==> src/inc/cswc_pkg.sv <==
// Constants, field layouts and carrier types of the clock, sleep and watchdog setup block
package cswc_pkg;

  // ==========================================================================
  // Clock rate
  // ==========================================================================
  localparam int unsigned CLK_HZ = 50_000_000; // System clock rate
  localparam int unsigned CLK_PER_US = CLK_HZ / 1_000_000; // Cycles per us
  localparam int unsigned CLK_PER_MS = CLK_HZ / 1_000; // Cycles per ms

  // ==========================================================================
  // Register indices (byte address is four times the index)
  // ==========================================================================
  localparam logic [9:0] IDX_SETUP = 10'h0a8; // clock_sleep_watchdog_setup
  localparam logic [9:0] IDX_PERI = 10'h0aa; // peripheral_setup_one
  localparam logic [9:0] IDX_STATUS = 10'h0ac; // Sticky event status, RO
  localparam logic [9:0] IDX_CLEAR = 10'h0ad; // Event clear, WO, write 1
  localparam logic [9:0] IDX_ENABLE = 10'h0ae; // Interrupt enable, RW
  localparam logic [9:0] IDX_STATE = 10'h0af; // Live block state, RO

  // ==========================================================================
  // Reset values
  // ==========================================================================
  localparam logic [31:0] RST_SETUP = 32'h0000_0000; // Setup word reset
  localparam logic [31:0] RST_PERI = 32'h0400_0000; // Peripheral word reset
  localparam logic [31:0] SETUP_WMASK = 32'h7fff_ffff; // Bit 31 reserved

  // ==========================================================================
  // Field positions of the setup word
  // ==========================================================================
  localparam int unsigned POS_MAX_FREQ = 16; // Full-scale frequency, 30:16
  localparam int unsigned POS_SLEEP_TIME = 14; // Sleep entry time, 15:14
  localparam int unsigned POS_CUR_GAIN = 13; // auto_current_gain_on
  localparam int unsigned POS_VOLT_GAIN = 12; // auto_volt_gain_on
  localparam int unsigned POS_LP_SEL = 11; // low_power_state_select
  localparam int unsigned POS_CLK_SRC = 9; // Clock source, 10:9
  localparam int unsigned POS_TB_ON = 8; // outside_timebase_on
  localparam int unsigned POS_TB_RATE = 5; // outside_timebase_rate, 7:5
  localparam int unsigned POS_WDT_ON = 4; // host_watchdog_on
  localparam int unsigned POS_WDT_INT = 2; // host_watchdog_interval, 3:2
  localparam int unsigned POS_WDT_SRC = 1; // host_watchdog_source
  localparam int unsigned POS_WDT_ACT = 0; // host_watchdog_action

  // Setup word, packed in bit order from 31 down to 0
  typedef struct packed {
    logic reserved31; // Always zero
    logic [14:0] max_freq; // Frequency meaning full duty
    logic [1:0] sleep_time; // Sleep entry time code
    logic auto_current_gain_on; // Current sense amp auto gain
    logic auto_volt_gain_on; // Voltage auto gain
    logic low_power_state_select; // 0 standby, 1 sleep
    logic [1:0] clk_source; // 0 internal, 3 external
    logic outside_timebase_on; // External clock mode enable
    logic [2:0] outside_timebase_rate; // External reference rate code
    logic host_watchdog_on; // Watchdog supervision enable
    logic [1:0] host_watchdog_interval; // Tickle interval code
    logic host_watchdog_source; // 0 bus tickle, 1 pin tickle
    logic host_watchdog_action; // 0 report, 1 latch and Hi-Z
  } cswc_setup_t;

  // ==========================================================================
  // Codes
  // ==========================================================================
  localparam logic [1:0] SPEED_FREQ_MODE = 2'h3; // Speed from pin frequency
  localparam logic [1:0] CLK_SRC_EXT = 2'h3; // External clock input
  localparam logic [10:0] TB_BASE_KHZ = 11'h008; // Rate code 0 is 8 kHz
  localparam int unsigned EV_SLEEP = 0; // Event bit: low-power entry
  localparam int unsigned EV_WDT = 1; // Event bit: watchdog fault
  localparam int unsigned ST_LP = 16; // State bit: low power active
  localparam int unsigned ST_HIZ = 17; // State bit: outputs Hi-Z
  localparam int unsigned ST_DVAL = 18; // State bit: duty valid

  // ==========================================================================
  // Times and derived cycle counts
  // ==========================================================================
  localparam int unsigned SLEEP_T0_US = 50; // Sleep code 0
  localparam int unsigned SLEEP_T1_US = 200; // Sleep code 1
  localparam int unsigned SLEEP_T2_MS = 20; // Sleep code 2
  localparam int unsigned SLEEP_T3_MS = 200; // Sleep code 3
  localparam int unsigned WDT_PIN_T0_MS = 100; // Pin tickle code 0
  localparam int unsigned WDT_PIN_T1_MS = 200; // Pin tickle code 1
  localparam int unsigned WDT_PIN_T2_MS = 500; // Pin tickle code 2
  localparam int unsigned WDT_PIN_T3_MS = 1000; // Pin tickle code 3
  localparam int unsigned WDT_BUS_T0_S = 1; // Bus tickle code 0
  localparam int unsigned WDT_BUS_T1_S = 2; // Bus tickle code 1
  localparam int unsigned WDT_BUS_T2_S = 3; // Bus tickle code 2
  localparam int unsigned WDT_BUS_T3_S = 10; // Bus tickle code 3
  localparam int unsigned SLEEP_C0 = SLEEP_T0_US * CLK_PER_US;
  localparam int unsigned SLEEP_C1 = SLEEP_T1_US * CLK_PER_US;
  localparam int unsigned SLEEP_C2 = SLEEP_T2_MS * CLK_PER_MS;
  localparam int unsigned SLEEP_C3 = SLEEP_T3_MS * CLK_PER_MS;
  localparam int unsigned WDT_PIN_C0 = WDT_PIN_T0_MS * CLK_PER_MS;
  localparam int unsigned WDT_PIN_C1 = WDT_PIN_T1_MS * CLK_PER_MS;
  localparam int unsigned WDT_PIN_C2 = WDT_PIN_T2_MS * CLK_PER_MS;
  localparam int unsigned WDT_PIN_C3 = WDT_PIN_T3_MS * CLK_PER_MS;
  localparam int unsigned WDT_BUS_C0 = WDT_BUS_T0_S * CLK_HZ;
  localparam int unsigned WDT_BUS_C1 = WDT_BUS_T1_S * CLK_HZ;
  localparam int unsigned WDT_BUS_C2 = WDT_BUS_T2_S * CLK_HZ;
  localparam int unsigned WDT_BUS_C3 = WDT_BUS_T3_S * CLK_HZ;

  // ==========================================================================
  // Divider and bus carriers
  // ==========================================================================
  typedef enum logic [1:0] {
    DIV_IDLE = 2'b00, // Waiting to start
    DIV_RUN = 2'b01, // Shifting quotient bits
    DIV_DONE = 2'b11 // Result ready to publish
  } cswc_div_t;

  typedef struct packed {
    logic psel; // Slave select
    logic penable; // Access phase
    logic pwrite; // Write when high
    logic [11:0] paddr; // Byte address
    logic [31:0] pwdata; // Write data
    logic [3:0] pstrb; // Write byte lanes
  } cswc_apb_req_t;

  typedef struct packed {
    logic [31:0] prdata; // Read data
    logic pready; // Transfer done
    logic pslverr; // Unmapped address
  } cswc_apb_rsp_t;

endpackage : cswc_pkg

==> src/hdl/cswc_timeout.sv <==
// Restartable cycle counter that pulses when a run interval expires
`timescale 1ns/1ps
module cswc_timeout
  import cswc_pkg::*;
(
  input wire logic i_clk,
  input wire logic i_rst,
  input wire logic i_run,
  input wire logic [31:0] i_limit,
  output logic o_expired
);

  // ==========================================================================
  // State
  // ==========================================================================
  typedef struct packed {
    logic [31:0] cnt; // Cycles spent running
    logic expired; // One-cycle expiry pulse
  } cswc_tmo_state_t;

  cswc_tmo_state_t s; // Registered state
  cswc_tmo_state_t next_s; // Next state

  // Count while running, restart on any pause or on expiry
  always_comb begin
    next_s = s;
    next_s.expired = 1'b0;
    if (!i_run) begin
      next_s.cnt = 32'h0;
    end else if (s.cnt + 32'h1 >= i_limit) begin
      next_s.cnt = 32'h0;
      next_s.expired = 1'b1;
    end else begin
      next_s.cnt = s.cnt + 32'h1;
    end
  end

  // Register the state
  always_ff @(posedge i_clk or posedge i_rst) begin
    if (i_rst) begin
      s <= '0;
    end else begin
      s <= next_s;
    end
  end

  assign o_expired = s.expired;

endmodule : cswc_timeout

==> src/hdl/cswc_top.sv <==
// Clock, sleep and watchdog setup register bank with its control logic
//
// Functional notes
// - Setup word at A8h, resets zero, bit31 zero
// - Frequency mode duty is input over full-scale
// - Frequency duty only when speed source is 3
// - Sleep after low speed for coded time
// - Bit 13 enables automatic current gain
// - Bit 12 enables automatic voltage gain
// - Bit 11 picks standby or sleep state
// - Clock source code 0 internal, 3 external
// - External clock mode only while bit 8 set
// - Bits 7-5 declare reference, 8 to 1024 kHz
// - Watchdog supervised only while bit 4 set
// - Host tickles within coded interval per source
// - Bit 1 picks bus or pin tickle source
// - Fault reported, or latched with outputs Hi-Z
`timescale 1ns/1ps
module cswc_top
  import cswc_pkg::*;
#(
  parameter int unsigned P_SLEEP_C1 = SLEEP_C1, // 200 us
  parameter int unsigned P_SLEEP_C2 = SLEEP_C2, // 20 ms
  parameter int unsigned P_SLEEP_C3 = SLEEP_C3, // 200 ms
  parameter int unsigned P_WDT_PIN_C0 = WDT_PIN_C0, // 100 ms
  parameter int unsigned P_WDT_PIN_C1 = WDT_PIN_C1, // 200 ms
  parameter int unsigned P_WDT_PIN_C2 = WDT_PIN_C2, // 500 ms
  parameter int unsigned P_WDT_PIN_C3 = WDT_PIN_C3, // 1000 ms
  parameter int unsigned P_WDT_BUS_C0 = WDT_BUS_C0, // 1 s
  parameter int unsigned P_WDT_BUS_C1 = WDT_BUS_C1, // 2 s
  parameter int unsigned P_WDT_BUS_C2 = WDT_BUS_C2, // 3 s
  parameter int unsigned P_WDT_BUS_C3 = WDT_BUS_C3 // 10 s
) (
  input wire logic i_clk,
  input wire logic i_rst,
  input wire cswc_apb_req_t i_apb,
  output cswc_apb_rsp_t o_apb,
  input wire logic [1:0] i_speed_mode,
  input wire logic [15:0] i_meas_freq,
  input wire logic i_speed_low,
  input wire logic i_tickle_bus,
  input wire logic i_tickle_pin,
  output logic [15:0] o_duty,
  output logic o_duty_valid,
  output logic o_auto_current_gain_on,
  output logic o_auto_volt_gain_on,
  output logic o_standby,
  output logic o_sleep,
  output logic o_use_ext_clk,
  output logic [10:0] o_ref_khz,
  output logic o_wdt_fault,
  output logic o_fet_hiz,
  output logic o_irq
);

  // ==========================================================================
  // State
  // ==========================================================================
  typedef struct packed {
    cswc_setup_t setup; // Setup word
    logic [31:0] peri; // Peripheral word, stored only
    logic [1:0] status; // Sticky events
    logic [1:0] irq_en; // Interrupt enables
    logic [31:0] prdata; // Read data, caught at setup phase
    cswc_div_t div; // Divider phase
    logic [4:0] div_cnt; // Remaining quotient bits
    logic [16:0] div_rem; // Partial remainder
    logic [15:0] div_q; // Quotient being built
    logic [15:0] duty; // Published duty
    logic duty_valid; // Duty follows the input
    logic low_power; // Low-power state active
    logic standby; // Active state is standby
    logic sleep; // Active state is sleep
    logic hiz; // Latched watchdog fault
    logic wdt_fault; // One-cycle fault pulse
    logic pin_prev; // Tickle pin, last cycle
    logic use_ext; // External clock in use
    logic [10:0] ref_khz; // Declared reference rate
  } cswc_state_t;

  cswc_state_t s; // Registered state
  cswc_state_t next_s; // Next state

  logic [9:0] idx; // Word index of the bus address
  logic hit; // Address is mapped
  logic [31:0] rd_word; // Read mux
  logic [31:0] sleep_limit; // Selected sleep time in cycles
  logic [31:0] wdt_limit; // Selected tickle interval in cycles
  logic sleep_run; // Sleep timer runs
  logic sleep_exp; // Sleep timer expired
  logic wdt_run; // Watchdog timer runs
  logic wdt_exp; // Watchdog timer expired
  logic tickle; // Tickle from the chosen source

  // Merge write data into a word by byte lanes
  function automatic logic [31:0] merge(input logic [31:0] old,
                                        input logic [31:0] wd,
                                        input logic [3:0] strb);
    logic [31:0] r;
    r = old;
    for (int i = 0; i < 4; i++) begin
      if (strb[i]) begin
        r[i*8 +: 8] = wd[i*8 +: 8];
      end
    end
    return r;
  endfunction : merge

  // ==========================================================================
  // Address decode and read mux
  // ==========================================================================
  always_comb begin
    idx = i_apb.paddr[11:2];
    hit = 1'b1;
    rd_word = 32'h0;
    case (idx)
      IDX_SETUP: begin
        rd_word = s.setup & SETUP_WMASK;
      end
      IDX_PERI: begin
        rd_word = s.peri;
      end
      IDX_STATUS: begin
        rd_word = {30'h0, s.status};
      end
      IDX_CLEAR: begin
        rd_word = 32'h0; // Write-only, reads zero
      end
      IDX_ENABLE: begin
        rd_word = {30'h0, s.irq_en};
      end
      IDX_STATE: begin
        rd_word = {13'h0, s.duty_valid, s.hiz, s.low_power, s.duty};
      end
      default: begin
        hit = 1'b0;
      end
    endcase
  end

  // ==========================================================================
  // Timer selection
  // ==========================================================================
  always_comb begin
    case (s.setup.sleep_time)
      2'h0: sleep_limit = SLEEP_C0;
      2'h1: sleep_limit = P_SLEEP_C1;
      2'h2: sleep_limit = P_SLEEP_C2;
      default: sleep_limit = P_SLEEP_C3;
    endcase
    if (s.setup.host_watchdog_source) begin
      case (s.setup.host_watchdog_interval)
        2'h0: wdt_limit = P_WDT_PIN_C0;
        2'h1: wdt_limit = P_WDT_PIN_C1;
        2'h2: wdt_limit = P_WDT_PIN_C2;
        default: wdt_limit = P_WDT_PIN_C3;
      endcase
    end else begin
      case (s.setup.host_watchdog_interval)
        2'h0: wdt_limit = P_WDT_BUS_C0;
        2'h1: wdt_limit = P_WDT_BUS_C1;
        2'h2: wdt_limit = P_WDT_BUS_C2;
        default: wdt_limit = P_WDT_BUS_C3;
      endcase
    end
    // Pin tickles count on the rising edge, bus tickles as pulses
    tickle = s.setup.host_watchdog_source ?
             (i_tickle_pin & ~s.pin_prev) : i_tickle_bus;
    sleep_run = i_speed_low & ~s.low_power;
    wdt_run = s.setup.host_watchdog_on & ~tickle;
  end

  // Sleep entry timer
  cswc_timeout u_sleep_tmo (
    .i_clk(i_clk),
    .i_rst(i_rst),
    .i_run(sleep_run),
    .i_limit(sleep_limit),
    .o_expired(sleep_exp)
  );

  // Host watchdog timer
  cswc_timeout u_wdt_tmo (
    .i_clk(i_clk),
    .i_rst(i_rst),
    .i_run(wdt_run),
    .i_limit(wdt_limit),
    .o_expired(wdt_exp)
  );

  // ==========================================================================
  // Next state
  // ==========================================================================
  always_comb begin
    next_s = s;
    next_s.pin_prev = i_tickle_pin;
    next_s.wdt_fault = 1'b0;

    // Read data is caught in the setup phase, stable through access
    if (i_apb.psel && !i_apb.penable && !i_apb.pwrite) begin
      next_s.prdata = rd_word;
    end

    // Register writes take effect at the access edge
    if (i_apb.psel && i_apb.penable && i_apb.pwrite && hit) begin
      case (idx)
        IDX_SETUP: begin
          next_s.setup = merge(s.setup, i_apb.pwdata, i_apb.pstrb)
                         & SETUP_WMASK;
        end
        IDX_PERI: begin
          next_s.peri = merge(s.peri, i_apb.pwdata, i_apb.pstrb);
        end
        IDX_CLEAR: begin
          if (i_apb.pstrb[0]) begin
            next_s.status = s.status & ~i_apb.pwdata[1:0];
            if (i_apb.pwdata[EV_WDT]) begin
              next_s.hiz = 1'b0;
            end
          end
        end
        IDX_ENABLE: begin
          if (i_apb.pstrb[0]) begin
            next_s.irq_en = i_apb.pwdata[1:0];
          end
        end
        default: begin
          next_s.setup = s.setup;
        end
      endcase
    end

    // Low-power entry and wake, event set wins over a clear
    if (sleep_exp) begin
      next_s.low_power = 1'b1;
      next_s.standby = ~s.setup.low_power_state_select;
      next_s.sleep = s.setup.low_power_state_select;
      next_s.status[EV_SLEEP] = 1'b1;
    end else if (!i_speed_low) begin
      next_s.low_power = 1'b0;
      next_s.standby = 1'b0;
      next_s.sleep = 1'b0;
    end

    // Missed tickle raises a fault, latched only in latch mode
    if (wdt_exp && s.setup.host_watchdog_on) begin
      next_s.wdt_fault = 1'b1;
      next_s.status[EV_WDT] = 1'b1;
      if (s.setup.host_watchdog_action) begin
        next_s.hiz = 1'b1;
      end
    end

    // Clock selection and declared reference
    next_s.use_ext = (s.setup.clk_source == CLK_SRC_EXT) &&
                     s.setup.outside_timebase_on;
    next_s.ref_khz = TB_BASE_KHZ << s.setup.outside_timebase_rate;

    // Duty divider: quotient of input over full scale, 0.16 format
    case (s.div)
      DIV_IDLE: begin
        if (i_speed_mode == SPEED_FREQ_MODE) begin
          if (s.setup.max_freq == 15'h0 ||
              i_meas_freq >= {1'b0, s.setup.max_freq}) begin
            next_s.div_q = 16'hffff; // Saturate at full duty
            next_s.div_cnt = 5'h0;
            next_s.div = DIV_DONE;
          end else begin
            next_s.div_rem = {1'b0, i_meas_freq};
            next_s.div_q = 16'h0;
            next_s.div_cnt = 5'h10;
            next_s.div = DIV_RUN;
          end
        end else begin
          next_s.duty = 16'h0;
          next_s.duty_valid = 1'b0;
        end
      end
      DIV_RUN: begin
        // One restoring step per cycle
        if ({s.div_rem[15:0], 1'b0} >= {2'b0, s.setup.max_freq}) begin
          next_s.div_rem = {s.div_rem[15:0], 1'b0} - {2'b0, s.setup.max_freq};
          next_s.div_q = {s.div_q[14:0], 1'b1};
        end else begin
          next_s.div_rem = {s.div_rem[15:0], 1'b0};
          next_s.div_q = {s.div_q[14:0], 1'b0};
        end
        next_s.div_cnt = s.div_cnt - 5'h1;
        if (s.div_cnt == 5'h1 || i_speed_mode != SPEED_FREQ_MODE) begin
          next_s.div = DIV_DONE;
        end
      end
      DIV_DONE: begin
        next_s.duty = s.div_q;
        next_s.duty_valid = (i_speed_mode == SPEED_FREQ_MODE);
        next_s.div = DIV_IDLE;
      end
      default: begin
        next_s.div = DIV_IDLE;
      end
    endcase
  end

  // Register the state
  always_ff @(posedge i_clk or posedge i_rst) begin
    if (i_rst) begin
      s <= '0;
      s.setup <= RST_SETUP;
      s.peri <= RST_PERI;
      s.div <= DIV_IDLE;
      s.ref_khz <= TB_BASE_KHZ;
    end else begin
      s <= next_s;
    end
  end

  // ==========================================================================
  // Outputs
  // ==========================================================================
  always_comb begin
    o_apb.prdata = s.prdata;
    o_apb.pready = 1'b1;
    o_apb.pslverr = i_apb.psel & i_apb.penable & ~hit;
  end

  assign o_duty = s.duty;
  assign o_duty_valid = s.duty_valid;
  assign o_auto_current_gain_on = s.setup.auto_current_gain_on;
  assign o_auto_volt_gain_on = s.setup.auto_volt_gain_on;
  assign o_standby = s.standby;
  assign o_sleep = s.sleep;
  assign o_use_ext_clk = s.use_ext;
  assign o_ref_khz = s.ref_khz;
  assign o_wdt_fault = s.wdt_fault;
  assign o_fet_hiz = s.hiz;
  assign o_irq = |(s.status & s.irq_en);

endmodule : cswc_top

==> config.mk <==
export PLATFORM = sky130hd
export DESIGN_NAME = cswc_top
export DESIGN_NICKNAME = d
export VERILOG_FILES = /design/src/inc/cswc_pkg.sv /design/src/hdl/cswc_timeout.sv /design/src/hdl/cswc_top.sv
export SDC_FILE = /design/constraint.sdc
export NUM_CORES = 1
export LEC_CHECK = 0
export ABC_CLOCK_PERIOD_IN_PS = 7900
export BUFFER_PORTS_ARGS = -buffer_cell sky130_fd_sc_hd__buf_2
export CORE_MARGIN = 10
export CORE_UTILIZATION = 40
export CTS_CLUSTER_SIZE = 20
export DETAILED_ROUTE_END_ITERATION = 8
export PLACE_DENSITY = 0.7
export SLEW_MARGIN = 20
export SYNTH_ARGS = -nofsm -noshare
export SYNTH_HDL_FRONTEND = slang
export SYNTH_SLANG_ARGS = --single-unit
==> constraint.sdc <==
create_clock -name i_clk -period 7.9 [get_ports i_clk]
set_input_delay 0.79 -clock i_clk [delete_from_list [all_inputs] [get_ports i_clk]]
set_output_delay 0.79 -clock i_clk [all_outputs]
set_load 0.005 [all_outputs]
==> results of run 1 <==
[final cells by class]
cell class,instances,share of cell area
inverter,55,0.0141
clock buffer,41,0.0514
sequential,236,0.391
tap,448,0.0371
timing repair buffer,145,0.0493
clock inverter,8,0.00860
multi-input combinational,969,0.449
[metal layers]
layer,global-route usage,share of wire,vias to the layer above
met2,0.275,0.48,300
met5,0,0.00037,-
met3,0.0324,0.065,64
met4,0.0528,0.028,2
li1,-,-,4986
met1,0.210,0.43,5155
[flip-flops by register name, summed over array words and instances, names as in the netlist]
name / cells
s: 106
o_apb: 32
u_sleep_tmo.s: 32
u_wdt_tmo.s: 32
o_duty: 16
o_ref_khz: 8
o_auto_current_gain_on: 1
o_auto_volt_gain_on: 1
o_duty_valid: 1
o_fet_hiz: 1
o_sleep: 1
o_standby: 1
o_use_ext_clk: 1
o_wdt_fault: 1
u_sleep_tmo.o_expired: 1
u_wdt_tmo.o_expired: 1
[cell families (layout without fill, tap and decap cells)]
kind of cell	count (synthesis)	after routing	share of synthesized area
muxes	73	73	0.0603
buffers and inverters	166	249	0.0646
other	2	15	0.000556
AOI/OAI and AO/OA	276	276	0.140
and+or+nand+nor	453	453	0.173
DFF	236	236	0.437
adders and majority gates	91	91	0.0848
xor gates and xnor gates	61	61	0.0395
[per-stage QoR]
stage / hold slack (ns) / area, µm² / std cells / total power, mW / utilization
after floorplan: 0.443 / 13600 / 1371 / 2.32 / -
after global placement: 0.459 / 14200 / 1853 / 2.58 / 0.425
after detailed placement: 0.464 / 14200 / 1853 / 2.61 / 0.425
after CTS: 0.366 / 15100 / 1902 / 3.89 / 0.452
after global routing: 0.372 / 15100 / 1902 / 4.10 / 0.452
final: 0.360 / 15100 / 1902 / 3.88 / 0.452
[worst paths after layout]
kind                             startpoint                to  slack (ns)  depth (start not counted)
min                                   i_rst          o_apb[5]        0.36                          2
max reg2reg                u_sleep_tmo.s[3]  u_sleep_tmo.s[4]        4.00                         14
min reg2reg                        o_apb[5]          o_apb[5]        0.47                          2
max                        u_sleep_tmo.s[3]  u_sleep_tmo.s[4]        4.00                         14
min in group i_clk             i_tickle_pin             s[12]        0.38                          1
max in group asynchronous             i_rst            s[121]        6.18                          3
[placed cells by master, fill, tap and decap left out, drive strengths merged, types with 6 or more instances in the layout]
cell type	Yosys	layout
nand2	127	127
a31oi	24	24
or3	8	8
nor2b	45	45
nor2	94	94
or2	8	8
a22o	18	18
and4	8	8
xor2	22	22
nor3	36	36
mux2i	6	6
conb	2	15
and2	10	10
a21oi	45	45
a22oi	15	15
buf	67	145
dfrtp	234	234
nor4	15	15
ha	90	90
nand3	33	33
nor3b	7	7
inv	54	55
a21o	19	19
o41ai	9	9
a222oi	17	17
clkbuf	44	41
o21ai	69	69
xnor2	39	39
o31ai	8	8
and3	19	19
nand4	23	23
mux2	67	67
[critical path: cells and delay by family (launching register included)]
kind	cells	cell delay, ns
DFF	1	0.41
and+or+nand+nor	10	2.59
AOI/OAI and AO/OA	2	0.34
xor gates and xnor gates	1	0.21
adders and majority gates	1	0.26
[power groups by stage]
stage	Combinational, mW	Sequential [mW]	Clock (mW)
floorplan	0.882	1.44	0
global placement	1.07	1.51	0
detailed placement	1.09	1.51	0
CTS	1.10	1.49	1.30
global route	1.24	1.51	1.36
finish	1.11	1.49	1.27
==> impl_metrics.ini, run 1 <==
[critical_path]
cpPeakStageDelay_ns = 0.53
end_kind = flop
crit_required_ns = 8.34
crit_top_cell = nor2_1
worstSetupPathType = flop to flop
crit_path_top_delay_cell = nand3b_2
crit_arrival_ns = 4.34
crit_path_start_kind = flop
path_cells = and4_1, nand3_1, or2_2, nor2_1, xor2_1, ha_1, nand2_1, nor4_1, and3_1, o31a_1, o211a_1, nor3_2, nand3b_2, nor2_1
crit_fanout = 24

[synthesis]
synth_top_area_share = 0.433
ys_top_cells_by_count = dfrtp_1, nand2_1, nor2_1
syn_inst = 1358
syn_area_um2 = 13500
ys_warn_count = 0
avgSynthCellArea_um2 = 9.95
synth_top_area_cell = dfrtp_1
synth-edff-count = 0
synthFlopType = dfrtp_1
synth_seq_area_share = 0.437
synth-seq-cells = 236
synth.distinct_cells = 77
postSynth.asyncResetShare = 1.00
post-synth-top-count-cell = dfrtp_1
yosys-top-cells-area = dfrtp_1, ha_1, mux2_2

[final_layout]
nNetsFinal = 1599
drive_above_1_share = 0.195
area_growth_pct = 12.0
regArea_um2 = 5910
antenna_cells = 0
multi_input_area_um2 = 6790
fillers = 3132

[global_routing]
grt_usage = 0.165
grt_pass1_vias = 10371
grt_max_degree = 97
antenna_found_initial = 1
grt_pass1_wl_um = 56300
grt-ovfl-total = 0

[pwr]
p_int_mw = 2.53
clkPwrFrac = 0.329
power_frac_seq = 0.385
switching_share = 0.346
p_leak_nw = 7.09
combPwrFrac = 0.286
power_density_nw_per_um2 = 256
p_sw_mw = 1.34
max-vdd-ir-drop_v = 0.000145

[timing]
min_period_ns = 3.90
worst_pin_slew_ns = 1.02
fin_setup_tns_ns = 0
final_critical_path_setup_slack_ns = 4.00
rsz0062_at_grt = no
setup_viol = 0
maxSlewHeadroom = 0.323
drv_slew = 0
finalCritPeriodShare = 0.494
hold_violations = 0
finClkSkew_ns = 0.0127
max_freq_ghz = 0.256

[run]
cap_violations = 0

[drt]
vias_per_cell = 5.52
vias = 10507
drtIter0Drc = 821
detail-route-antenna-nets = 0
drt_pre_antenna_iters = 7
wl_per_cell_um = 18.5
wl_um = 35200
drc = 0

[cts]
numCtsBuffers = 27
cts_hold_buf = 0
worstSkewPairLatency_ns = 0.54
ctsRootBufferMaster = clkbuf_16
ctsResizeCount = 0
tritoncts_num_sinks = 236
cts_htree_levels = 1
post-cts-setup-buffers = 0
cts_tree = yes
clk_pin_slew_ns = 0.06
clockBufferDepth = 3

[floorplanning]
io_pins = 144
fp-row-count = 67
dieArea_um2 = 41500
dieWidth_um = 204
initial_core_util = 0.404
coreArea_um2 = 33400
die_height_um = 204

[placement]
place_congestion = 0.915
pre_cts_ws_ns = 4.05
place.port_buffers = 137
dp_hpwl_um = 25400

[run_status]
status = finished clean

[worst_hold_path]
holdCritPathClass = input port to asynchronous set/reset pin
(Power assumes the default switching activity.)
==> inputs of run 2 (changes only) <==
--- a/config.mk
+++ b/config.mk
@@ -5,13 +5,13 @@
 export SDC_FILE = /design/constraint.sdc
 export NUM_CORES = 1
 export LEC_CHECK = 0
-export ABC_CLOCK_PERIOD_IN_PS = 7900
+export ABC_CLOCK_PERIOD_IN_PS = 3260
 export BUFFER_PORTS_ARGS = -buffer_cell sky130_fd_sc_hd__buf_2
 export CORE_MARGIN = 10
 export CORE_UTILIZATION = 40
 export CTS_CLUSTER_SIZE = 20
 export DETAILED_ROUTE_END_ITERATION = 8
-export PLACE_DENSITY = 0.7
+export PLACE_DENSITY = 0.72
 export SLEW_MARGIN = 20
 export SYNTH_ARGS = -nofsm -noshare
 export SYNTH_HDL_FRONTEND = slang
==> constraint.sdc (replaced) <==
create_clock -name i_clk -period 3.26 [get_ports i_clk]
set_input_delay 0.326 -clock i_clk [delete_from_list [all_inputs] [get_ports i_clk]]
set_output_delay 0.326 -clock i_clk [all_outputs]
set_load 0.005 [all_outputs]
==> impl_metrics.ini, run 2 (synthesis gave the netlist of run 1 again) <==
[critical_path]
crit_path_start_kind = flop
end_kind = flop
crit_required_ns = 3.72
crit_fanout = 8
worstSetupPathType = flop to flop
crit_arrival_ns = 3.80

[placement]
place_congestion = 0.903
pre_cts_ws_ns = -0.0776
place.port_buffers = 137
dpl-instance-area_um2 = 14600
dp_hpwl_um = 26200

[floorplanning]
dieArea_um2 = 41500
coreArea_um2 = 33400
fp-row-count = 67
io_pins = 144
initial_core_util = 0.404
die_height_um = 204
dieWidth_um = 204

[final_layout]
layout_commonest_cell = dfrtp_1
finalInstanceArea_um2 = 16100
drive_above_1_share = 0.270
layout_common_cells = dfrtp_1, buf_2, nand2_1
final_core_util = 0.480
largest_reg_flops = 106
area_growth_pct = 18.9
top_register = s
nNetsFinal = 1672
fillers = 2998

[timing]
rsz0062_at_grt = yes
final_critical_path_setup_slack_ns = -0.0719
finClkSkew_ns = 0.00994
finalCritPeriodShare = 1.02
min_period_ns = 3.33
maxSlewHeadroom = 0.380
fin_setup_tns_ns = -1.45
hold_violations = 0
setup_viol = 29
worst_pin_slew_ns = 0.930
max_freq_ghz = 0.300
drv_slew = 0

[global_routing]
antenna_found_initial = 1
grt_pass1_vias = 10966
grt_pass1_wl_um = 57900
grt_max_degree = 131
grt_usage = 0.169
grt-ovfl-total = 0

[drt]
wl_per_cell_um = 18.9
drtIter0Drc = 746
drc = 0
vias_per_cell = 5.53
drt_pre_antenna_iters = 5
detail-route-antenna-nets = 0
vias = 10910
wl_um = 37400

[pwr]
power_frac_seq = 0.383
p_sw_mw = 3.34
p_leak_nw = 7.59
power_density_nw_per_um2 = 581
finalPower_mw = 9.34
clkPwrFrac = 0.307
switching_share = 0.357
combPwrFrac = 0.311
p_int_mw = 6.00
max-vdd-ir-drop_v = 0.000436

[cts]
clk_pin_slew_ns = 0.06
cts_htree_levels = 1
tritoncts_num_sinks = 236
numCtsBuffers = 27
clockBufferDepth = 3
cts_tree = yes
ctsRootBufferMaster = clkbuf_16
worstSkewPairLatency_ns = 0.54

[run_status]
failed_checks = negative setup slack
status = finished, violations left

[worst_hold_path]
holdCritPathClass = input port to flop

[run]
cap_violations = 0
-- run 2: power groups by stage --
stage,clock [mW],combinational [mW],sequential (mW)
2_1_floorplan,0,2.14,3.49
3_3_place_gp,0,2.79,3.61
3_5_place_dp,0,2.84,3.61
4_1_cts,2.93,2.86,3.56
5_1_grt,3.03,3.21,3.61
6_report,2.86,2.90,3.57
-- run 2: timing repair --
| item | CTS | global route |
|---|---|---|
| setup buffers | 2 | 21 |
| hold buffers | 3 | 0 |
| gates resized for setup | 4 | 83 |
| setup endpoints to repair | 32 | 54 |
| cloned | 0 | 5 |
| hold endpoints to repair | 7 | 0 |
| pin swaps | 2 | 36 |
-- run 2: worst paths after layout --
kind	from	endpoint	slack, ns	cells past startpoint
max reg2reg	u_wdt_tmo.s[6]	u_wdt_tmo.s[21]	-0.07	15
max in group asynchronous	i_rst	s[135]	1.88	4
min in group asynchronous	i_rst	o_apb[33]	0.27	3
max	u_wdt_tmo.s[6]	u_wdt_tmo.s[21]	-0.07	15
min	i_apb[13]	s[152]	0.03	2
min reg2reg	o_apb[4]	o_apb[4]	0.47	2
-- run 2: per-stage QoR --
stage,hold slack [ns],cells
finish,0.0309,1973
floorplan,0.357,1371
CTS,0.0127,1946
global placement,0.259,1895
detailed placement,0.263,1895
global route,0.0302,1972
-- run 2: worst max-delay path, stage by stage (launching register included) --
cell	delay [ns]
dfrtp_1	0.35
nand4_1	0.12
buf_4	0.16
nor4_4	0.40
buf_4	0.22
nand2_1	0.09
xnor2_2	0.16
ha_1	0.31
a21oi_1	0.18
o21ai_1	0.10
a221o_1	0.33
o211ai_1	0.24
nand4b_1	0.16
buf_6	0.18
buf_6	0.14
nor2b_1	0.12
-- run 2: final cells by class --
type | count | area, µm² | share of cell area
diodes | 1 | 2.50 | 0.000156
clock buffers | 36 | 759 | 0.0473
multi-input cells | 969 | 7140 | 0.445
inverters | 55 | 210 | 0.0131
well taps | 448 | 561 | 0.0349
flip-flops and latches | 236 | 5910 | 0.368
repair buffers | 218 | 1400 | 0.0872
clock inverters | 10 | 72.6 | 0.00452
-- run 2: layer usage --
metal  up-vias  routed length (µm)  share of wire  global-route usage
li1       5124                   -              -                   -
met1      5381               15900           0.42               0.216
met2       351               18300           0.49               0.290
met3        52                2310          0.062              0.0265
met4         2                 883          0.024              0.0469
met5         -                   7        0.00019                   0
